$ cat src/logic/iur_pkg.sv
// Purpose: Shared constants and types of the isolated USB repeater link control.
// Assumes: mclk is a free-running internal oscillator at 100 MHz.
// Notes: Times stay in their own unit; cycle counts derive from CLK_MHZ.
package iur_pkg;
  // ************************************************************
  // Timing
  // ************************************************************
  localparam int CNT_W = 19;
  localparam int CLK_MHZ = 100;
  localparam int CONN_FILT_NS = 2500;
  localparam int FS_DISC_NS = 2500;
  localparam int HS_DISC_WIN_NS = 36;
  localparam int RST_DET_NS = 2500;
  localparam int CHIRP_FILT_NS = 2500;
  localparam int LONG_IDLE_NS = 1400;
  localparam int SUSP_MS = 3;
  localparam int L2_DONE_MS = 10;
  localparam int L1_DONE_US = 50;
  // Least times round up to whole cycles
  localparam logic [CNT_W-1:0] CONN_CYC = CNT_W'((CONN_FILT_NS * CLK_MHZ + 999) / 1000);
  localparam logic [CNT_W-1:0] FSDIS_CYC = CNT_W'((FS_DISC_NS * CLK_MHZ + 999) / 1000);
  localparam logic [CNT_W-1:0] HSDIS_CYC = CNT_W'((HS_DISC_WIN_NS * CLK_MHZ + 999) / 1000);
  localparam logic [CNT_W-1:0] RST_CYC = CNT_W'((RST_DET_NS * CLK_MHZ + 999) / 1000);
  localparam logic [CNT_W-1:0] CHIRP_CYC = CNT_W'((CHIRP_FILT_NS * CLK_MHZ + 999) / 1000);
  localparam logic [CNT_W-1:0] IDLE_CYC = CNT_W'((LONG_IDLE_NS * CLK_MHZ + 999) / 1000);
  localparam int SUSP_CYC_DEF = SUSP_MS * 1000 * CLK_MHZ;
  localparam int L2_DONE_CYC = L2_DONE_MS * 1000 * CLK_MHZ;
  localparam int L1_DONE_CYC = L1_DONE_US * CLK_MHZ;

  // ************************************************************
  // Register map
  // ************************************************************
  localparam logic [11:0] REG_CTRL = 12'h000;
  localparam logic [11:0] REG_STAT = 12'h004;
  localparam logic [11:0] REG_EQ = 12'h008;
  localparam logic [31:0] CTRL_RST = 32'h00000001;
  localparam int CTRL_EN_BIT = 0;

  // ************************************************************
  // Types
  // ************************************************************
  typedef enum logic [3:0] {
    ST_OFF = 4'h0,
    ST_WAIT_CONN = 4'h1,
    ST_ATTACHED = 4'h2,
    ST_RESET = 4'h3,
    ST_IDLE = 4'h4,
    ST_FWD = 4'h5,
    ST_HS_CHK = 4'h6,
    ST_SUSPEND = 4'h7,
    ST_SLEEP = 4'h8
  } iur_state_t;

  typedef enum logic [1:0] {
    LN_SE0 = 2'h0,
    LN_J = 2'h1,
    LN_K = 2'h2,
    LN_SE1 = 2'h3
  } iur_line_t;

  // Eq pin codes: 0 ground, 1 open, 2 tied high
  localparam logic [3:0] EQ_RST = 4'h0;
endpackage

$ cat src/logic/iur_sync.sv
// Purpose: Two-flop synchroniser for asynchronous pin levels.
// Assumes: Inputs are levels, not pulses.
// Notes: Only the second stage may be read.
`timescale 1ns/1ps
module iur_sync #(
  parameter int W = 1
) (
  input wire logic mclk,
  input wire logic rst_n,
  input wire logic [W-1:0] d,
  output logic [W-1:0] q
);
  logic [W-1:0] meta_q;

  always_ff @(posedge mclk) begin
    if (!rst_n) begin
      meta_q <= '0;
      q <= '0;
    end else begin
      meta_q <= d;
      q <= meta_q;
    end
  end
endmodule

$ cat src/logic/iur_link_ctrl.sv
// Purpose: Link control of a symmetric isolated USB 2.0 repeater.
// Assumes: Line inputs are digital comparator levels; all pins but the APB port are asynchronous.
// Notes: Upstream/downstream roles are role-relative; side pins map by dsIs2_q.
// How it works
// - Bus activity ignored until both side supplies are good.
// - Side with a line high when the connect filter expires becomes downstream facing; side 2 if both.
// - Connect is a downstream line held high beyond the connect filter time.
// - After connect, matching upstream pull-up is enabled; then wait for reset.
// - Speed low/full taken from pulled-up downstream line at reset start.
// - Chosen speed held until power-down or disconnect.
// - Chirps and HS idle relayed both ways during reset.
// - Chirp handshake sets HS; a reset without handshake clears it.
// - LS/FS disconnect: upstream undriven and downstream SE0 beyond disconnect time.
// - LS/FS disconnect drops upstream pull-up and waits for new connect.
// - HS: after quiet window, sample disconnect detector; drop terminations.
// - Long upstream SE0 is reset, driven downstream; HS idle split reset/suspend.
// - LS/FS: side leaving idle first sets direction; data regenerated across.
// - LS/FS forwarding ends on EOP or long idle; drivers released.
// - HS: first side leaving squelch sets direction; its data relayed.
// - HS forwarding ends when squelch returns to idle; drivers released.
// - Two three-level eq pins per side select one of 9 levels.
// - Eq pins captured only at power-up.
// - Idle over 3 ms is suspend; LS/FS idle held at low power.
// - HS suspend: see downstream FS J, reflect upstream, HS off, within 10 ms.
// - Sleep: keep LS/FS idle or drop HS circuits within 50 us.
// - Resume is K from host or wake K; ends SE0 then J or HS idle.
// - Resume and wake replicated both ways; return to prior speed idle.
`timescale 1ns/1ps
module iur_link_ctrl #(
  parameter int SUSP_CYC = iur_pkg::SUSP_CYC_DEF
) (
  input wire logic mclk,
  input wire logic rst_n,
  input wire logic upstreamLinePlus,
  input wire logic upstreamLineMinus,
  input wire logic upSquelch,
  input wire logic upHsDiscDet,
  input wire logic downstreamLinePlus,
  input wire logic downstreamLineMinus,
  input wire logic dnSquelch,
  input wire logic dnHsDiscDet,
  input wire logic supplyOk1,
  input wire logic supplyOk2,
  input wire logic sleepEntry,
  input wire logic [1:0] side1EqSelectHi,
  input wire logic [1:0] side1EqSelectLo,
  input wire logic [1:0] side2EqSelectHi,
  input wire logic [1:0] side2EqSelectLo,
  output logic upDrvPlus,
  output logic upDrvMinus,
  output logic upDrvEn,
  output logic upHsDrvEn,
  output logic upHsTermEn,
  output logic upPullPlus,
  output logic upPullMinus,
  output logic dnDrvPlus,
  output logic dnDrvMinus,
  output logic dnDrvEn,
  output logic dnHsDrvEn,
  output logic dnHsTermEn,
  output logic dnPullPlus,
  output logic dnPullMinus,
  output logic lowPower,
  output logic [3:0] side1EqLevel,
  output logic [3:0] side2EqLevel,
  input wire logic psel,
  input wire logic penable,
  input wire logic pwrite,
  input wire logic [11:0] paddr,
  input wire logic [31:0] pwdata,
  output logic [31:0] prdata,
  output logic pready,
  output logic pslverr
);
  import iur_pkg::*;

  function automatic iur_line_t lineSt(input logic p, input logic m, input logic ls);
    if (p && m) return LN_SE1;
    if (!p && !m) return LN_SE0;
    return ((ls ? m : p) ? LN_J : LN_K);
  endfunction

  function automatic logic [CNT_W-1:0] cntNext(input logic [CNT_W-1:0] c, input logic cond);
    if (!cond) return '0;
    return (&c) ? c : c + 1'b1;
  endfunction

  function automatic logic [3:0] eqLevel(input logic [1:0] hi, input logic [1:0] lo);
    return 4'(hi) * 4'h3 + 4'(lo);
  endfunction

  // ************************************************************
  // Pin synchronisers
  // ************************************************************
  logic [18:0] syncQ;
  iur_sync #(.W(19)) uSync (
    .mclk(mclk),
    .rst_n(rst_n),
    .d({side2EqSelectHi, side2EqSelectLo, side1EqSelectHi, side1EqSelectLo, sleepEntry, supplyOk2, supplyOk1,
        dnSquelch, dnHsDiscDet, downstreamLineMinus, downstreamLinePlus,
        upSquelch, upHsDiscDet, upstreamLineMinus, upstreamLinePlus}),
    .q(syncQ)
  );

  iur_state_t state_q, state_d;
  logic dsIs2_q, pullP_q, pullM_q, ls_q, hs_q, speedSet_q;
  logic devChirp_q, hostChirp_q, dir_q, resume_q, seenSe0_q, eqTaken_q;
  logic [CNT_W-1:0] cntA_q, cntB_q, cntS_q;
  logic [31:0] ctrl_q;
  logic condA, condB, condS;
  logic [3:0] s1, s2, us, ds, src;
  iur_line_t usLn, dsLn, srcLn;
  logic pwrOk, supOk, sleepIn, connDone, fsDisc, hsDisc, rstDet, suspDet;
  logic startUs, startDs, hsOk, hostAct, fwdEnd;

  // Per side: [0] plus, [1] minus, [2] HS disconnect detector, [3] squelch active
  assign s1 = syncQ[3:0];
  assign s2 = syncQ[7:4];
  assign us = dsIs2_q ? s1 : s2;
  assign ds = dsIs2_q ? s2 : s1;
  assign src = dir_q ? us : ds;
  assign usLn = lineSt(us[0], us[1], ls_q);
  assign dsLn = lineSt(ds[0], ds[1], ls_q);
  assign srcLn = lineSt(src[0], src[1], ls_q);
  assign pwrOk = syncQ[8] & syncQ[9];
  assign supOk = pwrOk & ctrl_q[CTRL_EN_BIT];
  assign sleepIn = syncQ[10];

  // ************************************************************
  // Condition timers
  // ************************************************************
  always_comb begin
    condA = 1'b0;
    condB = 1'b0;
    condS = 1'b0;
    unique case (state_q)
      ST_WAIT_CONN: condB = |{s1[1:0], s2[1:0]};
      ST_ATTACHED: begin
        condA = usLn == LN_SE0;
        condB = dsLn == LN_SE0 && usLn != LN_SE0;
      end
      ST_RESET: begin
        condA = usLn == LN_J;
        condB = usLn == LN_SE0 && dsLn == LN_SE0;
      end
      ST_IDLE: begin
        if (hs_q) begin
          condB = !us[3] && !ds[3];
          condS = !us[3] && !ds[3];
        end else begin
          condA = usLn == LN_SE0;
          condB = dsLn == LN_SE0 && usLn != LN_SE0;
          condS = usLn == LN_J && dsLn == LN_J;
        end
      end
      ST_HS_CHK: begin
        condA = usLn == LN_SE0 && dsLn == LN_SE0;
        condS = dsLn == LN_J;
      end
      ST_FWD: condS = srcLn == LN_J;
      default: ;
    endcase
  end

  // Plain counters on mclk: no other time base exists
  always_ff @(posedge mclk) begin
    if (!rst_n || state_d != state_q) begin
      cntA_q <= '0;
      cntB_q <= '0;
      cntS_q <= '0;
    end else begin
      cntA_q <= cntNext(cntA_q, condA);
      cntB_q <= cntNext(cntB_q, condB);
      cntS_q <= cntNext(cntS_q, condS);
    end
  end

  assign connDone = state_q == ST_WAIT_CONN && cntB_q >= CONN_CYC;
  assign fsDisc = (state_q == ST_ATTACHED || (state_q == ST_IDLE && !hs_q)) && cntB_q >= FSDIS_CYC;
  assign hsDisc = state_q == ST_IDLE && hs_q && cntB_q >= HSDIS_CYC && ds[2];
  assign rstDet = (state_q == ST_ATTACHED || (state_q == ST_IDLE && !hs_q)) && cntA_q >= RST_CYC;
  assign suspDet = state_q == ST_IDLE && cntS_q >= CNT_W'(SUSP_CYC);
  assign startUs = hs_q ? us[3] : usLn == LN_K;
  assign startDs = hs_q ? ds[3] : dsLn == LN_K;
  assign hsOk = devChirp_q && hostChirp_q;
  assign hostAct = devChirp_q && usLn != LN_SE0;
  assign fwdEnd = (hs_q && !resume_q) ? !src[3]
                : (seenSe0_q && srcLn == LN_J) || (hs_q && resume_q && seenSe0_q)
                  || (!resume_q && cntS_q >= IDLE_CYC);

  // ************************************************************
  // Link state machine
  // ************************************************************
  always_comb begin
    state_d = state_q;
    if (!supOk) begin
      state_d = ST_OFF;
    end else begin
      unique case (state_q)
        ST_OFF: state_d = ST_WAIT_CONN;
        ST_WAIT_CONN: if (connDone) state_d = ST_ATTACHED;
        ST_ATTACHED: begin
          if (fsDisc) state_d = ST_WAIT_CONN;
          else if (rstDet) state_d = ST_RESET;
        end
        ST_RESET: begin
          if (hsOk && cntB_q >= CHIRP_CYC) state_d = ST_IDLE;
          else if (cntA_q >= CHIRP_CYC) state_d = ST_IDLE;
        end
        ST_IDLE: begin
          if (fsDisc || hsDisc) state_d = ST_WAIT_CONN;
          else if (sleepIn) state_d = ST_SLEEP;
          else if (suspDet) state_d = hs_q ? ST_HS_CHK : ST_SUSPEND;
          else if (rstDet) state_d = ST_RESET;
          else if (startUs || startDs) state_d = ST_FWD;
        end
        ST_HS_CHK: begin
          if (cntS_q >= CHIRP_CYC) state_d = ST_SUSPEND;
          else if (cntA_q >= CHIRP_CYC) state_d = ST_RESET;
        end
        ST_FWD: if (fwdEnd) state_d = ST_IDLE;
        ST_SUSPEND, ST_SLEEP: if (usLn == LN_K || dsLn == LN_K) state_d = ST_FWD;
        default: state_d = ST_OFF;
      endcase
    end
  end

  always_ff @(posedge mclk) begin
    if (!rst_n) state_q <= ST_OFF;
    else state_q <= state_d;
  end

  // ************************************************************
  // Role, pull-ups and speed
  // ************************************************************
  always_ff @(posedge mclk) begin
    if (!rst_n || state_d == ST_OFF || state_d == ST_WAIT_CONN) begin
      if (!rst_n || state_d == ST_OFF) dsIs2_q <= 1'b0;
      pullP_q <= 1'b0;
      pullM_q <= 1'b0;
      ls_q <= 1'b0;
      hs_q <= 1'b0;
      speedSet_q <= 1'b0;
      if (rst_n && state_q == ST_WAIT_CONN && state_d == ST_WAIT_CONN && !(|s1[1:0]) && !(|s2[1:0])) begin
        dsIs2_q <= dsIs2_q;
      end
    end else begin
      if (connDone) begin
        dsIs2_q <= |s2[1:0];
        pullP_q <= (|s2[1:0]) ? s2[0] : s1[0];
        pullM_q <= (|s2[1:0]) ? s2[1] : s1[1];
      end
      if (state_d == ST_RESET && state_q != ST_RESET && !speedSet_q) begin
        ls_q <= ds[1] && !ds[0];
        speedSet_q <= 1'b1;
      end
      if (state_q == ST_RESET && state_d == ST_IDLE) hs_q <= hsOk;
    end
  end

  // ************************************************************
  // Chirp tracking and transfer direction
  // ************************************************************
  always_ff @(posedge mclk) begin
    if (!rst_n || state_q != ST_RESET) begin
      devChirp_q <= 1'b0;
      hostChirp_q <= 1'b0;
    end else begin
      // A pulled-up idle J is not a chirp; only a device K counts
      if (dsLn == LN_K) devChirp_q <= 1'b1;
      if (hostAct) hostChirp_q <= 1'b1;
    end
  end

  always_ff @(posedge mclk) begin
    if (!rst_n) begin
      dir_q <= 1'b0;
      resume_q <= 1'b0;
      seenSe0_q <= 1'b0;
    end else if (state_q != ST_FWD && state_d == ST_FWD) begin
      dir_q <= (state_q == ST_IDLE) ? startUs : usLn == LN_K;
      resume_q <= state_q != ST_IDLE;
      seenSe0_q <= 1'b0;
    end else if (state_q == ST_FWD) begin
      if (srcLn == LN_SE0) seenSe0_q <= 1'b1;
      // Host takes over once the wake K ends
      if (resume_q && !dir_q && dsLn != LN_K) dir_q <= 1'b1;
    end
  end

  // ************************************************************
  // Line drive, role-relative, then mapped onto side pins
  // ************************************************************
  logic [2:0] usDrv, dsDrv;
  logic usHs, dsHs, hsTerm, lowPwr;

  always_comb begin
    usDrv = 3'h0;
    dsDrv = 3'h0;
    usHs = 1'b0;
    dsHs = 1'b0;
    hsTerm = hs_q && (state_q == ST_IDLE || state_q == ST_FWD);
    lowPwr = state_q == ST_SUSPEND || state_q == ST_SLEEP;
    unique case (state_q)
      ST_RESET: begin
        if (dsLn == LN_K && !hostAct) usDrv = {1'b1, ds[1:0]};
        else dsDrv = {1'b1, hostAct ? us[1:0] : 2'h0};
      end
      ST_FWD: begin
        if (hs_q && !resume_q) begin
          usHs = !dir_q;
          dsHs = dir_q;
        end else if (dir_q) begin
          dsDrv = {1'b1, us[1:0]};
        end else begin
          usDrv = {1'b1, ds[1:0]};
        end
      end
      default: ;
    endcase
  end

  always_ff @(posedge mclk) begin
    if (!rst_n) begin
      {upDrvEn, upDrvMinus, upDrvPlus, dnDrvEn, dnDrvMinus, dnDrvPlus} <= 6'h00;
      {upHsDrvEn, dnHsDrvEn, upHsTermEn, dnHsTermEn, lowPower} <= 5'h00;
      {upPullPlus, upPullMinus, dnPullPlus, dnPullMinus} <= 4'h0;
    end else begin
      {upDrvEn, upDrvMinus, upDrvPlus} <= dsIs2_q ? usDrv : dsDrv;
      {dnDrvEn, dnDrvMinus, dnDrvPlus} <= dsIs2_q ? dsDrv : usDrv;
      upHsDrvEn <= dsIs2_q ? usHs : dsHs;
      dnHsDrvEn <= dsIs2_q ? dsHs : usHs;
      upHsTermEn <= hsTerm;
      dnHsTermEn <= hsTerm;
      lowPower <= lowPwr;
      // Pull-up sits only on the upstream-facing side
      upPullPlus <= dsIs2_q && pullP_q;
      upPullMinus <= dsIs2_q && pullM_q;
      dnPullPlus <= !dsIs2_q && pullP_q;
      dnPullMinus <= !dsIs2_q && pullM_q;
    end
  end

  // ************************************************************
  // Equalisation straps
  // ************************************************************
  // Sampled once at first power-good; later pin changes are ignored
  always_ff @(posedge mclk) begin
    if (!rst_n) begin
      eqTaken_q <= 1'b0;
      side1EqLevel <= EQ_RST;
      side2EqLevel <= EQ_RST;
    end else if (!eqTaken_q && pwrOk) begin
      eqTaken_q <= 1'b1;
      side1EqLevel <= eqLevel(syncQ[14:13], syncQ[12:11]);
      side2EqLevel <= eqLevel(syncQ[18:17], syncQ[16:15]);
    end
  end

  // ************************************************************
  // APB slave, one wait state
  // ************************************************************
  logic apbSetup;
  assign apbSetup = psel && penable && !pready;

  always_ff @(posedge mclk) begin
    if (!rst_n) begin
      pready <= 1'b0;
      pslverr <= 1'b0;
      prdata <= 32'h00000000;
      ctrl_q <= CTRL_RST;
    end else begin
      pready <= apbSetup;
      pslverr <= apbSetup && paddr != REG_CTRL && paddr != REG_STAT && paddr != REG_EQ;
      if (apbSetup) begin
        unique case (paddr)
          REG_CTRL: prdata <= {31'h00000000, ctrl_q[0]};
          REG_STAT: prdata <= {21'h000000, pwrOk, lowPwr, hs_q, ls_q, speedSet_q, dsIs2_q, 1'b0, state_q};
          REG_EQ: prdata <= {24'h000000, side2EqLevel, side1EqLevel};
          default: prdata <= 32'h00000000;
        endcase
      end
      if (psel && penable && pready && pwrite && paddr == REG_CTRL) ctrl_q <= {31'h00000000, pwdata[0]};
    end
  end
endmodule

$ cat config.mk
export PLATFORM = sky130hd
export DESIGN_NAME = iur_link_ctrl
export DESIGN_NICKNAME = d
export VERILOG_FILES = /design/src/logic/iur_pkg.sv /design/src/logic/iur_sync.sv /design/src/logic/iur_link_ctrl.sv
export SDC_FILE = /design/constraint.sdc
export NUM_CORES = 1
export LEC_CHECK = 0
export ABC_AREA = 1
export BUFFER_PORTS_ARGS = -buffer_cell sky130_fd_sc_hd__buf_2
export CAP_MARGIN = 20
export CELL_PAD_IN_SITES_DETAIL_PLACEMENT = 2
export CELL_PAD_IN_SITES_GLOBAL_PLACEMENT = 2
export CORE_ASPECT_RATIO = 1.5
export CORE_MARGIN = 10
export CORE_UTILIZATION = 31
export DETAILED_ROUTE_END_ITERATION = 10
export GPL_ROUTABILITY_DRIVEN = 0
export GPL_TIMING_DRIVEN = 0
export MAX_ROUTING_LAYER = met4
export PLACE_DENSITY = 0.78
export SLEW_MARGIN = 20
export SYNTH_ARGS = -nofsm -noshare
export SYNTH_HDL_FRONTEND = slang
export SYNTH_SLANG_ARGS = --single-unit
$ cat constraint.sdc
create_clock -name mclk -period 3.05 [get_ports mclk]
set_input_delay 0.4575 -clock mclk [delete_from_list [all_inputs] [get_ports mclk]]
set_output_delay 0.4575 -clock mclk [all_outputs]
set_load 0.02 [all_outputs]
; Word-level counts from Yosys, hierarchy flattened
; Cells that the tools add are included.
[word_totals]
mem_bits_ro = 0
input_bits = 68
regBits = 168
latch_bits = 0
output_inout_bits = 57
wordCells = 290
ram_bits = 0
n_memories = 0
[classes]
n_mux = 99
n_shift = 0
mul = 2
div_mod_pow = 0
order_cmp = 6
n_bitwise = 3
n_eq_ne = 31
reduce_logical = 106
addsub = 5
[op_table]
columns = operator, count
row1 = 19-bit two-way mux, 9
row2 = "19-bit by 8-bit >= comparator with 1-bit output, second input constant", 4
row3 = 4-bit two-way mux, 18
row4 = "19-bit by 1-bit adder with 19-bit output, second input constant", 3
row5 = 19-bit AND reduction, 3
row6 = 1-bit logical AND, 52
row7 = 1-bit two-way mux, 41
row8 = 11-bit one-hot mux with 3 select lines, 1
row9 = 2-bit two-way mux, 16
row10 = 4-bit one-hot mux with 8 select lines, 1
row11 = "4-bit by 3-bit == test with 1-bit output, second input constant", 6
row12 = 3-bit two-way mux, 8
row13 = 1-bit logical NOT, 20
row14 = "19-bit >= comparator, second input constant", 1
row15 = "19-bit by 3-bit >= comparator with 1-bit output, second input constant", 1
row16 = "12-bit by 3-bit == test with 1-bit output, second input constant", 1
row17 = "12-bit by 4-bit == test with 1-bit output, second input constant", 1
row18 = "4-bit by 2-bit == test with 1-bit output, second input constant", 3
row19 = 12-bit logical NOT, 1
row20 = 1-bit logical OR, 12
row21 = "12-bit by 3-bit != test with 1-bit output, second input constant", 1
row22 = "12-bit by 4-bit != test with 1-bit output, second input constant", 1
row23 = "2-bit != test, second input constant", 6
row24 = 3-bit one-hot mux with 2 select lines, 2
row25 = other kinds (21), 40

; Depth between registers and ports, before layout
; Gate-level depths: netlist (run 1).
[depth]
word_depth = 23
ltp_mapped = 20
depth_no_buf = 19

; Hierarchy
; A second synthesis (run 1) with hierarchy kept.
[hier_totals]
hier_cells = 1041
hier_area_um2 = 7335.8
[modules_own_cells]
columns = mod, n_inst, seq_area_each_um2, area_each_um2, cells_each
row1 = iur_link_ctrl, 1, 2192.1, 6254.7, 923
row2 = iur_sync, 1, 760.7, 1081.0, 118

; Least setup slack after synthesis (run 1)
; Ideal clock, no wire load.
[synth_timing]
path_kind = reg2reg
from = reg dsIs2_q
to = reg dsIs2_q, data pin
period_less_slack_ns = 2.231
path_buffers = 1
arrival_ns = 1.951
required_ns = 2.771
setup_time_ns = 0.279
stages_incl_launch_ff = 16
slack_ns = 0.819
cell_sequence = edfxtp_1 -> inv_2 -> buf_6 -> nand2_2 -> nand2_2 -> nand2_2 -> nand3_2 -> nand3_1 -> nand2_1 -> nand2_1 -> nor2_1 -> nand3_1 -> nand2_1 -> nand2_1 -> o21ai_0 -> a21oi_1
[synth_between]
elab_chain_len = 21
elab_cells_between_ends = 67
classes_between = 4 x eq/ne / 40 x mux / 23 x reduce/logical
[synth_lines]
columns = item, line_no
row1 = from (decl), iur_link_ctrl.sv:106  ; logic dsIs2_q, pullP_q, pullM_q, ls_q, hs_q, speedSet_q;
row2 = from (signal assigned), iur_link_ctrl.sv:245  ; dsIs2_q <= dsIs2_q;
row3 = from (signal assigned), iur_link_ctrl.sv:249  ; dsIs2_q <= |s2[1:0];
row4 = 4-bit two-way mux (on tied branches), "iur_link_ctrl.sv:119, iur_link_ctrl.sv:120"
row5 = 1-bit logical NOT, iur_link_ctrl.sv:79  ; if (!p && !m) return LN_SE0;
row6 = 1-bit logical AND, iur_link_ctrl.sv:79
row7 = 1-bit two-way mux (2 in a row), iur_link_ctrl.sv:79
row8 = 2-bit two-way mux, iur_link_ctrl.sv:80  ; return ((ls ? m : p) ? LN_J : LN_K);
row9 = 2-bit two-way mux, iur_link_ctrl.sv:79
row10 = 2-bit == test (on tied branches), "iur_link_ctrl.sv:183, iur_link_ctrl.sv:222, iur_link_ctrl.sv:184"
row11 = 1-bit two-way mux (on tied branches), "iur_link_ctrl.sv:183, iur_link_ctrl.sv:184"
row12 = [4 not listed], n/a
row13 = 4-bit two-way mux, iur_link_ctrl.sv:212  ; else if (sleepIn) state_d = ST_SLEEP;
row14 = 4-bit two-way mux, iur_link_ctrl.sv:211  ; if (fsDisc || hsDisc) state_d = ST_WAIT_CONN;
row15 = 4-bit one-hot mux with 8 select lines *, iur_link_ctrl.sv:199  ; unique case (state_q)
row16 = 4-bit two-way mux *, iur_link_ctrl.sv:196  ; if (!supOk) begin
row17 = 4-bit logical NOT, iur_link_ctrl.sv:237  ; if (!rst_n || state_d == ST_OFF || state_d == ST_WAIT_CONN) begin
row18 = 1-bit logical OR, iur_link_ctrl.sv:237
row19 = 1-bit logical OR *, iur_link_ctrl.sv:237
row20 = 1-bit two-way mux *, iur_link_ctrl.sv:237
; Every way passes the cells marked *; elsewhere a longest branch is shown, timed or not. The select of a mux whose other input is x is not followed.
; A chain may end at the register's enable or synchronous reset.

; Worst setup path after layout (run 1)
[layout_timing]
from = reg state_q[0]
to = reg dsIs2_q, data pin
[layout_between]
elab_chain_len = 14
elab_cells_between_ends = 41
classes_between = 9 x eq/ne / 17 x mux / 15 x reduce/logical
[layout_lines]
columns = item, line_no
row1 = from (decl), iur_link_ctrl.sv:105  ; iur_state_t state_q, state_d;
row2 = from (signal assigned), iur_link_ctrl.sv:230  ; else state_q <= state_d;
row3 = 4-bit by 3-bit == test with 1-bit output, n/a
row4 = 1-bit logical AND, "iur_link_ctrl.sv:179, iur_link_ctrl.sv:181"
row5 = 1-bit logical OR, "iur_link_ctrl.sv:179, iur_link_ctrl.sv:181"
row6 = 1-bit logical AND, iur_link_ctrl.sv:181  ; assign rstDet = (state_q == ST_ATTACHED || (state_q == ST_IDLE && !hs_q)) && cntA_q >= RST_CYC;
row7 = 4-bit two-way mux, iur_link_ctrl.sv:214  ; else if (rstDet) state_d = ST_RESET;
row8 = 4-bit two-way mux, iur_link_ctrl.sv:213  ; else if (suspDet) state_d = hs_q ? ST_HS_CHK : ST_SUSPEND;
row9 = 4-bit two-way mux, iur_link_ctrl.sv:212
row10 = 4-bit two-way mux, iur_link_ctrl.sv:211
row11 = 4-bit one-hot mux with 8 select lines *, iur_link_ctrl.sv:199
row12 = 4-bit two-way mux *, iur_link_ctrl.sv:196
row13 = 4-bit logical NOT, iur_link_ctrl.sv:237
row14 = 1-bit logical OR, iur_link_ctrl.sv:237
row15 = 1-bit logical OR *, iur_link_ctrl.sv:237
row16 = 1-bit two-way mux *, iur_link_ctrl.sv:237
; Every way passes the cells marked *; elsewhere a longest branch is shown, timed or not.

==> tab_implementation.tex, run 1 <==
\begin{tabular}{lr}
\hline
Metric & Value \\
\hline
\multicolumn{2}{l}{\textbf{Finish}} \\
Antenna Cells & 0 \\
Synth-to-layout area growth & 20.62\% \\
Area taken by multi-input logic gates & between 3000 and 4000 sq um \\
Layout cell share with drive strength beyond 1 & between 10\% and 20\% \\
Total of fill cells in the finished design & about 2700 \\
Number of nets in the final layout & 1226 \\
Sequential cell area & just under 3000 sq um \\
Final std cells w/o fill & around 1400 \\
Final core utilization & roughly two fifths \\
\multicolumn{2}{l}{\textbf{Logic synthesis}} \\
Area share of the leading cell type in the synthesized netlist & between 40\% and 50\% \\
Count leader, synth & sky130\_fd\_sc\_hd\_\_nand2\_1 \\
Sequential-to-total area share from yosys stat & around 42\% \\
Top cells by instance count after synthesis & 231 x sky130\_fd\_sc\_hd\_\_nand2\_1, 155 x sky130\_fd\_sc\_hd\_\_inv\_1, 146 x sky130\_fd\_sc\_hd\_\_dfxtp\_1, 145 x sky130\_fd\_sc\_hd\_\_nor2\_1, 68 x sky130\_fd\_sc\_hd\_\_nand3\_1 \\
Post-synth top area cell & sky130\_fd\_sc\_hd\_\_dfxtp\_1 \\
Cell count after synthesis & 1016 \\
Yosys synthesis warning count & 0 \\
Largest cells by area after synthesis & sky130\_fd\_sc\_hd\_\_dfxtp\_1 41\%, sky130\_fd\_sc\_hd\_\_nand2\_1 12\%, sky130\_fd\_sc\_hd\_\_inv\_1 8.2\% \\
Average instance area after synthesis & about 7 sq um \\
Number of flops mapped to enable cells by yosys & 1 \\
Post-synthesis async set-or-reset flop share & 0\% \\
Distinct cell type count after synthesis & between 40 and 50 \\
Number of register bits inferred by synthesis & 147 \\
Main flop type after synthesis & sky130\_fd\_sc\_hd\_\_dfxtp\_1 \\
Netlist area before placement & a little over 7000 sq um \\
\multicolumn{2}{l}{\textbf{Worst setup path}} \\
Crit start category & register \\
Launching point of the worst reg2reg path & state\_q[0] \\
Critical Path Sink Type & register \\
Worst EP required & about 3.2 ns \\
Critical path type & register to register \\
Highest fanout seen on the critical path & 8 \\
Largest stage delay on the critical path & 0.37 ns \\
Worst path most repeated cell & sky130\_fd\_sc\_hd\_\_nand2\_1 \\
Depth of the worst register-to-register path & 15 \\
Endpoint of the most critical register-to-register path & dsIs2\_q \\
Slack of the worst reg-to-reg path & $\sim$0.26 ns \\
Data arrival time of the worst path & between 2 and 3 ns \\
Critical path cell sequence & buf\_6, inv\_1, nand2\_1, nor2\_4, nand2\_2, a21oi\_2, nand2\_1, nand2\_1, nor2\_1, nand2\_1, nand3\_1, nand2\_1, nand2\_1, o21ai\_2, a21oi\_1 \\
Slowest stage cell, crit path & sky130\_fd\_sc\_hd\_\_o21ai\_2 \\
\multicolumn{2}{l}{\textbf{Flow run}} \\
Number of max-cap violations & 0 \\
\multicolumn{2}{l}{\textbf{Clocking}} \\
Number of hold buffers added after cts & 0 \\
Clk Tree Root Cell & sky130\_fd\_sc\_hd\_\_clkbuf\_16 \\
Number of buffers inserted during clock tree synthesis & 17 \\
Clk Latency, worst-skew pair & roughly 0.44 ns \\
Reg clk slew, reported paths & 0.07 ns \\
TritonCTS clock tree & built \\
Number of sinks on the clock net & approximately 150 \\
H-Tree Depth & 4 \\
Bufs on Longest Clock Path & 2 \\
\multicolumn{2}{l}{\textbf{Place}} \\
I/O Buffers & just over 70 \\
Final HPWL from detailed placement & about 19 mm \\
Post-Place Cells & roughly 1400 \\
\multicolumn{2}{l}{\textbf{STA}} \\
Least-Margin Pin Slew & slightly below 0.8 ns \\
Number of failing setup endpoints in the final timing report & 0 \\
Fmax & between 300 and 400 MHz \\
Final Critical Period & between 2 and 3 ns \\
Total count of hold-check failures in the final report & 0 \\
Worst hold slack across all endpoints & $\sim$0.19 ns \\
Period utilization & 91.51\% \\
Clock skew after layout & 0.008010 ns \\
Final Max Tran Viols & 0 \\
Worst slew slack as a fraction of its limit & roughly 47\% \\
\multicolumn{2}{l}{\textbf{Power and ir drop}} \\
Peak supply drop & between 0.3 and 0.4 mV \\
Leakage power & about 4.0 nW \\
PD cells & slightly below 500 nW/um\^{}2 \\
Overall Power & $\sim$0.0042 W \\
\multicolumn{2}{l}{\textbf{Min path}} \\
Worst hold path startpoint & dnHsDiscDet \\
Worst hold stages & 3 \\
Class of the worst hold path & input port to register \\
Hold path endpoint & uSync.meta\_q[6] \\
\multicolumn{2}{l}{\textbf{Floorplan}} \\
Effective utilization at floorplan & a little under a third \\
Die width & 143.7 um \\
I/O pins & between 100 and 150 \\
Core Rows & 67 \\
Die area & a little under 30000 sq um \\
Core ar. & $\sim$22000 sq um \\
Die span in y & slightly above 200 um \\
\multicolumn{2}{l}{\textbf{Status}} \\
Outcome & completed \\
\multicolumn{2}{l}{\textbf{Drt}} \\
First drt pass iteration count & 4 \\
Count of antenna-violating nets left after detailed routing & 0 \\
Number of vias in the routed layout & 6808 \\
Number of DRC markers after the initial detailed-route iteration & between 200 and 250 \\
Total DRC errors in the routed layout & 0 \\
Routed wire per std cell & about 17 um \\
Number of vias per cell after detailed routing & approximately 4.8 \\
Post-detailed-routing wire length & around 24 mm \\
\multicolumn{2}{l}{\textbf{GRT}} \\
Largest net degree at the start of global routing & 17 \\
Initial antenna violation count & 0 \\
Total overflow reported by the global router & 0 \\
First-pass GRT wire length & approximately 40 mm \\
Total global-route track usage & about 17\% \\
Vias in the first global route & 7648 \\
\hline
\end{tabular}
## critical path, delay by kind of cell, from the launching register on
family | cells | cell delay (ns)
simple gates | 10 | 1.23
compound gates | 3 | 0.67
flops | 1 | 0.31
buf+inv | 2 | 0.31
## metrics by stage
step / TNS (ns) / worst slack, ns / cell area (sq um)
after detailed placement: -0.5913 / -0.2238 / 7933
after global routing: -0.1415 / -0.02948 / 8577
final: 0 / 0.2588 / 8577
after CTS: 0 / 0.03779 / 8504
after global placement: -0.5256 / -0.2176 / 7933
after floorplan: 0 / 0.8195 / 7227
## where the power goes
part | switching, W | internal (W)
registers | 0.0000190 | 0.00196
clock network | 0.000911 | 0.00115
logic | 0.000134 | 0.0000726
total | 0.00106 | 0.00318
## area by class of cell
cell class | instances | share of cell area [%]
sequential | 147 | 34.43
timing repair buffer | 78 | 4.726
inverter | 159 | 7.002
multi-input combinational | 698 | 39.88
buffer | 43 | 3.311
clock inverter | 14 | 1.503
clock buffer | 18 | 5.120
tap | 276 | 4.026
## kinds of logic (layout without fill, tap and decap cells)
group	Yosys count	count (layout)	share of synthesized area [%]
and+or+nand+nor	523	523	32.03
buffers and inverters	202	312	12.39
DFF	147	147	41.53
AOI/OAI and AO/OA	107	107	8.411
xor gates and xnor gates	22	22	2.710
adders and majority gates	14	14	2.886
other	1	32	0.05274
## worst max path at each step
stage | from | endpoint | slack, ns | cells after the start
floorplan | dsIs2_q | dsIs2_q | 0.82 | 15
global route | state_q[0] | cntB_q[10] | -0.03 | 19
detailed placement | state_q[3] | dsIs2_q | -0.22 | 14
finish | state_q[0] | dsIs2_q | 0.26 | 15
global placement | state_q[3] | dsIs2_q | -0.22 | 14
CTS | state_q[3] | cntS_q[11] | 0.04 | 18
## cell usage in the layout (no fill, tap or decap), drive strengths merged, types with 7 or more instances in the layout
cell type | synthesis | final
clkbuf | 13 | 31
nor4 | 7 | 7
nor2 | 168 | 168
ha | 10 | 10
buf | 30 | 108
nor3 | 18 | 18
dfxtp | 146 | 146
nand3 | 74 | 74
conb | 1 | 32
o21ai | 45 | 45
clkinv | 0 | 7
nand4 | 11 | 11
nand2 | 242 | 242
a21oi | 39 | 39
inv | 159 | 161
xor2 | 19 | 19
## sequential cells by signal, indices dropped and copies added (netlist names), 4 cells and up
register,cells
cntA_q,19
cntB_q,19
cntS_q,19
uSync.meta_q,19
uSync.q,19
prdata,11
side1EqLevel,4
side2EqLevel,4
state_q,4
## per-layer routing
| metal | track usage (%) | vias up | wire (um) |
|---|---|---|---|
| met4 | 6.072 | 0 | 448 |
| met2 | 34.15 | 83 | 14230 |
| met3 | 2.884 | 30 | 528 |
| li1 | - | 3375 | - |
| met1 | 16.62 | 3320 | 8769 |
| met5 | - | - | 0 |
## what timing repair did
item                                    CTS  global route
setup buffers                             0             6
pin swaps                                 0             3
resized for setup                         2             8
endpoints found under the setup margin    6            35
No activity file was read; power rests on OpenSTA's default activity.
==> run 2: changes to the inputs <==
Settings changed: PLACE_DENSITY 0.78 to 0.8, SYNTH_HIERARCHICAL from default to 1.
==> tab_implementation.tex, run 2 <==
\begin{tabular}{lr}
\hline
Metric & Value \\
\hline
\multicolumn{2}{l}{\textbf{Status}} \\
Outcome & completed \\
\multicolumn{2}{l}{\textbf{Place}} \\
I/O Buffers & 72 \\
Final HPWL from detailed placement & $\sim$19 mm \\
\multicolumn{2}{l}{\textbf{Drt}} \\
Total DRC errors in the routed layout & 0 \\
Number of DRC markers after the initial detailed-route iteration & around 210 \\
Post-detailed-routing wire length & between 20 and 25 mm \\
Count of antenna-violating nets left after detailed routing & 0 \\
Number of vias per cell after detailed routing & about 4.7 \\
First drt pass iteration count & 4 \\
Number of vias in the routed layout & 6961 \\
Routed wire per std cell & approximately 16 um \\
\multicolumn{2}{l}{\textbf{STA}} \\
Period utilization & 91.51\% \\
Total count of hold-check failures in the final report & 0 \\
Worst slew slack as a fraction of its limit & between 40\% and 50\% \\
Fmax & 358.3 MHz \\
Final Critical Period & between 2 and 3 ns \\
RSZ-0062 raised after global routing & no \\
Number of failing setup endpoints in the final timing report & 0 \\
Clock skew after layout & between 0.009 and 0.01 ns \\
Post-route setup TNS & 0 ns \\
Final Max Tran Viols & 0 \\
Least-Margin Pin Slew & 0.7636 ns \\
\multicolumn{2}{l}{\textbf{Finish}} \\
Number of nets in the final layout & between 1000 and 1500 \\
Antenna Cells & 0 \\
Commonest non-fill, non-tap cells in the layout & 245 x sky130\_fd\_sc\_hd\_\_nand2\_1, 152 x sky130\_fd\_sc\_hd\_\_inv\_1, 146 x sky130\_fd\_sc\_hd\_\_dfxtp\_1, 132 x sky130\_fd\_sc\_hd\_\_nor2\_1, 74 x sky130\_fd\_sc\_hd\_\_buf\_2 \\
Total of fill cells in the finished design & 2839 \\
Layout cell share with drive strength beyond 1 & between 10\% and 20\% \\
Most common library cell in the layout ignoring fill and taps & sky130\_fd\_sc\_hd\_\_nand2\_1 \\
Synth-to-layout area growth & 19.68\% \\
\multicolumn{2}{l}{\textbf{Worst setup path}} \\
Critical path type & register to register \\
Slack of the worst reg-to-reg path & 0.26 ns \\
Endpoint of the most critical register-to-register path & cntB\_q[7] \\
Launching point of the worst reg2reg path & dsIs2\_q \\
Depth of the worst register-to-register path & 18 \\
Worst EP required & roughly 3.4 ns \\
Critical Path Sink Type & register \\
Crit start category & register \\
Data arrival time of the worst path & between 3 and 4 ns \\
Highest fanout seen on the critical path & 10 \\
\multicolumn{2}{l}{\textbf{Clocking}} \\
Reg clk slew, reported paths & around 0.060 ns \\
Number of hold buffers added after cts & 0 \\
Number of sinks on the clock net & between 100 and 150 \\
TritonCTS clock tree & built \\
Clk Tree Root Cell & sky130\_fd\_sc\_hd\_\_clkbuf\_16 \\
Bufs on Longest Clock Path & 2 \\
H-Tree Depth & 4 \\
Clk Latency, worst-skew pair & roughly 0.44 ns \\
Number of buffers inserted during clock tree synthesis & 17 \\
\multicolumn{2}{l}{\textbf{Floorplan}} \\
Core Rows & just under 70 \\
Die span in y & roughly 210 um \\
Effective utilization at floorplan & 31.70\% \\
I/O pins & about 130 \\
Die area & 30340 sq um \\
Die width & approximately 150 um \\
Core ar. & around 23000 sq um \\
\multicolumn{2}{l}{\textbf{Power and ir drop}} \\
Int Power & 0.003132 W \\
Power share of the combinational group & approximately 5.4\% \\
Leakage power & between 4 and 5 nW \\
PD cells & 471.2 nW/um\^{}2 \\
Portion of total power attributed to the clock network & 46.7\% \\
Peak supply drop & around 0.39 mV \\
Sw Ratio & about a quarter \\
Overall Power & 0.004137 W \\
Net switching power figure & 0.001005 W \\
Sequential cell fraction of total power & a little under half \\
\multicolumn{2}{l}{\textbf{Logic synthesis}} \\
Distinct cell type count after synthesis & 46 \\
Top cells by instance count after synthesis & 247 x sky130\_fd\_sc\_hd\_\_nand2\_1, 152 x sky130\_fd\_sc\_hd\_\_inv\_1, 146 x sky130\_fd\_sc\_hd\_\_dfxtp\_1, 134 x sky130\_fd\_sc\_hd\_\_nor2\_1, 67 x sky130\_fd\_sc\_hd\_\_nand3\_1 \\
Post-synth top area cell & sky130\_fd\_sc\_hd\_\_dfxtp\_1 \\
Count leader, synth & sky130\_fd\_sc\_hd\_\_nand2\_1 \\
Post-synthesis async set-or-reset flop share & 0\% \\
Largest cells by area after synthesis & sky130\_fd\_sc\_hd\_\_dfxtp\_1 40\%, sky130\_fd\_sc\_hd\_\_nand2\_1 13\%, sky130\_fd\_sc\_hd\_\_inv\_1 7.8\% \\
Sequential-to-total area share from yosys stat & about two fifths \\
Main flop type after synthesis & sky130\_fd\_sc\_hd\_\_dfxtp\_1 \\
Area share of the leading cell type in the synthesized netlist & 39.84\% \\
Yosys synthesis warning count & 6 \\
Number of flops mapped to enable cells by yosys & 1 \\
Average instance area after synthesis & roughly 7.0 sq um \\
Netlist area before placement & between 7000 and 8000 sq um \\
Number of register bits inferred by synthesis & 147 \\
Cell count after synthesis & $\sim$1000 \\
\multicolumn{2}{l}{\textbf{GRT}} \\
Initial antenna violation count & 0 \\
Total global-route track usage & approximately 17\% \\
Vias in the first global route & a little under 8000 \\
Largest net degree at the start of global routing & 17 \\
First-pass GRT wire length & 40.34 mm \\
Total overflow reported by the global router & 0 \\
\multicolumn{2}{l}{\textbf{Min path}} \\
Class of the worst hold path & input port to register \\
Hold path endpoint & uSync/meta\_q[18] \\
Worst hold stages & 3 \\
Worst hold path startpoint & side2EqSelectHi[1] \\
\multicolumn{2}{l}{\textbf{Flow run}} \\
Number of max-cap violations & 0 \\
\hline
\end{tabular}
-- run 2: power groups by stage --
stage / sequential, W / combinational (W) / clock (W)
2_1_floorplan: 0.00202 / 0.000146 / 0
3_3_place_gp: 0.00202 / 0.000214 / 0
3_5_place_dp: 0.00202 / 0.000221 / 0
4_1_cts: 0.00198 / 0.000223 / 0.00199
5_1_grt: 0.00198 / 0.000254 / 0.00208
6_report: 0.00198 / 0.000224 / 0.00193
-- run 2: worst max path at each step --
stage | from | to | cells past startpoint | slack, ns
detailed placement | dsIs2_q | dsIs2_q | 15 | 0.16
CTS | dsIs2_q | dsIs2_q | 15 | 0.15
finish | dsIs2_q | cntB_q[7] | 18 | 0.26
global route | dsIs2_q | cntB_q[7] | 18 | 0.005
floorplan | dsIs2_q | cntB_q[9] | 19 | 0.85
global placement | dsIs2_q | dsIs2_q | 15 | 0.23
-- run 2: through the flow --
step	hold WS, ns	utilization, %	instance area (sq um)	setup WS, ns	std cells
floorplan	0.3864	-	7452	0.8535	1072
global placement	0.3907	35.46	8207	0.2251	1459
detailed placement	0.4027	35.46	8207	0.1556	1459
CTS	0.1879	37.76	8740	0.1463	1490
global route	0.2091	37.94	8780	0.004835	1493
finish	0.2080	37.94	8780	0.2588	1493
-- run 2: layer usage --
layer / part of all wire, % / up-vias / global-route usage, %
li1: - / 3468 / -
met1: 37 / 3397 / 15.55
met2: 59 / 73 / 33.64
met3: 1.8 / 23 / 2.541
met4: 1.6 / 0 / 5.544
met5: 0 / - / -
-- run 2: cell families (layout without fill, tap and decap cells) --
| family | Yosys count | in the layout | share of synthesized area (%) |
|---|---|---|---|
| flops | 147 | 147 | 40.25 |
| fa+ha+maj | 14 | 14 | 2.797 |
| mux | 1 | 1 | 0.1365 |
| other cells | 1 | 32 | 0.05112 |
| simple gates | 549 | 549 | 33.92 |
| buf+inv | 198 | 304 | 12.06 |
| compound gates | 112 | 112 | 8.511 |
| xor+xnor | 19 | 19 | 2.268 |
-- run 2: final cells by class --
class / instances / area [sq um] / share of cell area, %
multi-input cells: 727 / 3630 / 41.34
flip-flops and latches: 147 / 2953 / 33.63
inverters: 159 / 596.8 / 6.798
clock buffers: 22 / 474.2 / 5.401
well taps: 315 / 394.1 / 4.489
repair buffers: 75 / 382.9 / 4.361
plain buffers: 39 / 290.3 / 3.306
clock inverters: 9 / 58.81 / 0.6698
-- run 2: worst max-delay path, cell delays in order, from the launching register on --
cell and delay, ns:
sky130_fd_sc_hd__edfxtp_1 0.47, sky130_fd_sc_hd__inv_2 0.16, sky130_fd_sc_hd__clkbuf_4 0.24, sky130_fd_sc_hd__nand2_1 0.07, sky130_fd_sc_hd__nand2_1 0.10, sky130_fd_sc_hd__nand2_1 0.07, sky130_fd_sc_hd__o21bai_1 0.20, sky130_fd_sc_hd__nand3_1 0.15
sky130_fd_sc_hd__nor2_2 0.05, sky130_fd_sc_hd__nand2_1 0.05, sky130_fd_sc_hd__nand2_1 0.07, sky130_fd_sc_hd__nand2_2 0.12, sky130_fd_sc_hd__nand2_1 0.08, sky130_fd_sc_hd__nand2_1 0.08, sky130_fd_sc_hd__nand2_1 0.08, sky130_fd_sc_hd__nor2_4 0.24
sky130_fd_sc_hd__nand3_4 0.18, sky130_fd_sc_hd__buf_12 0.22, sky130_fd_sc_hd__nor2_4 0.08
-- run 2: timing repair --
action                     in CTS  in global routing
setup endpoints to repair       0                 29
resized for setup               0                  7
setup buffers                   0                  3
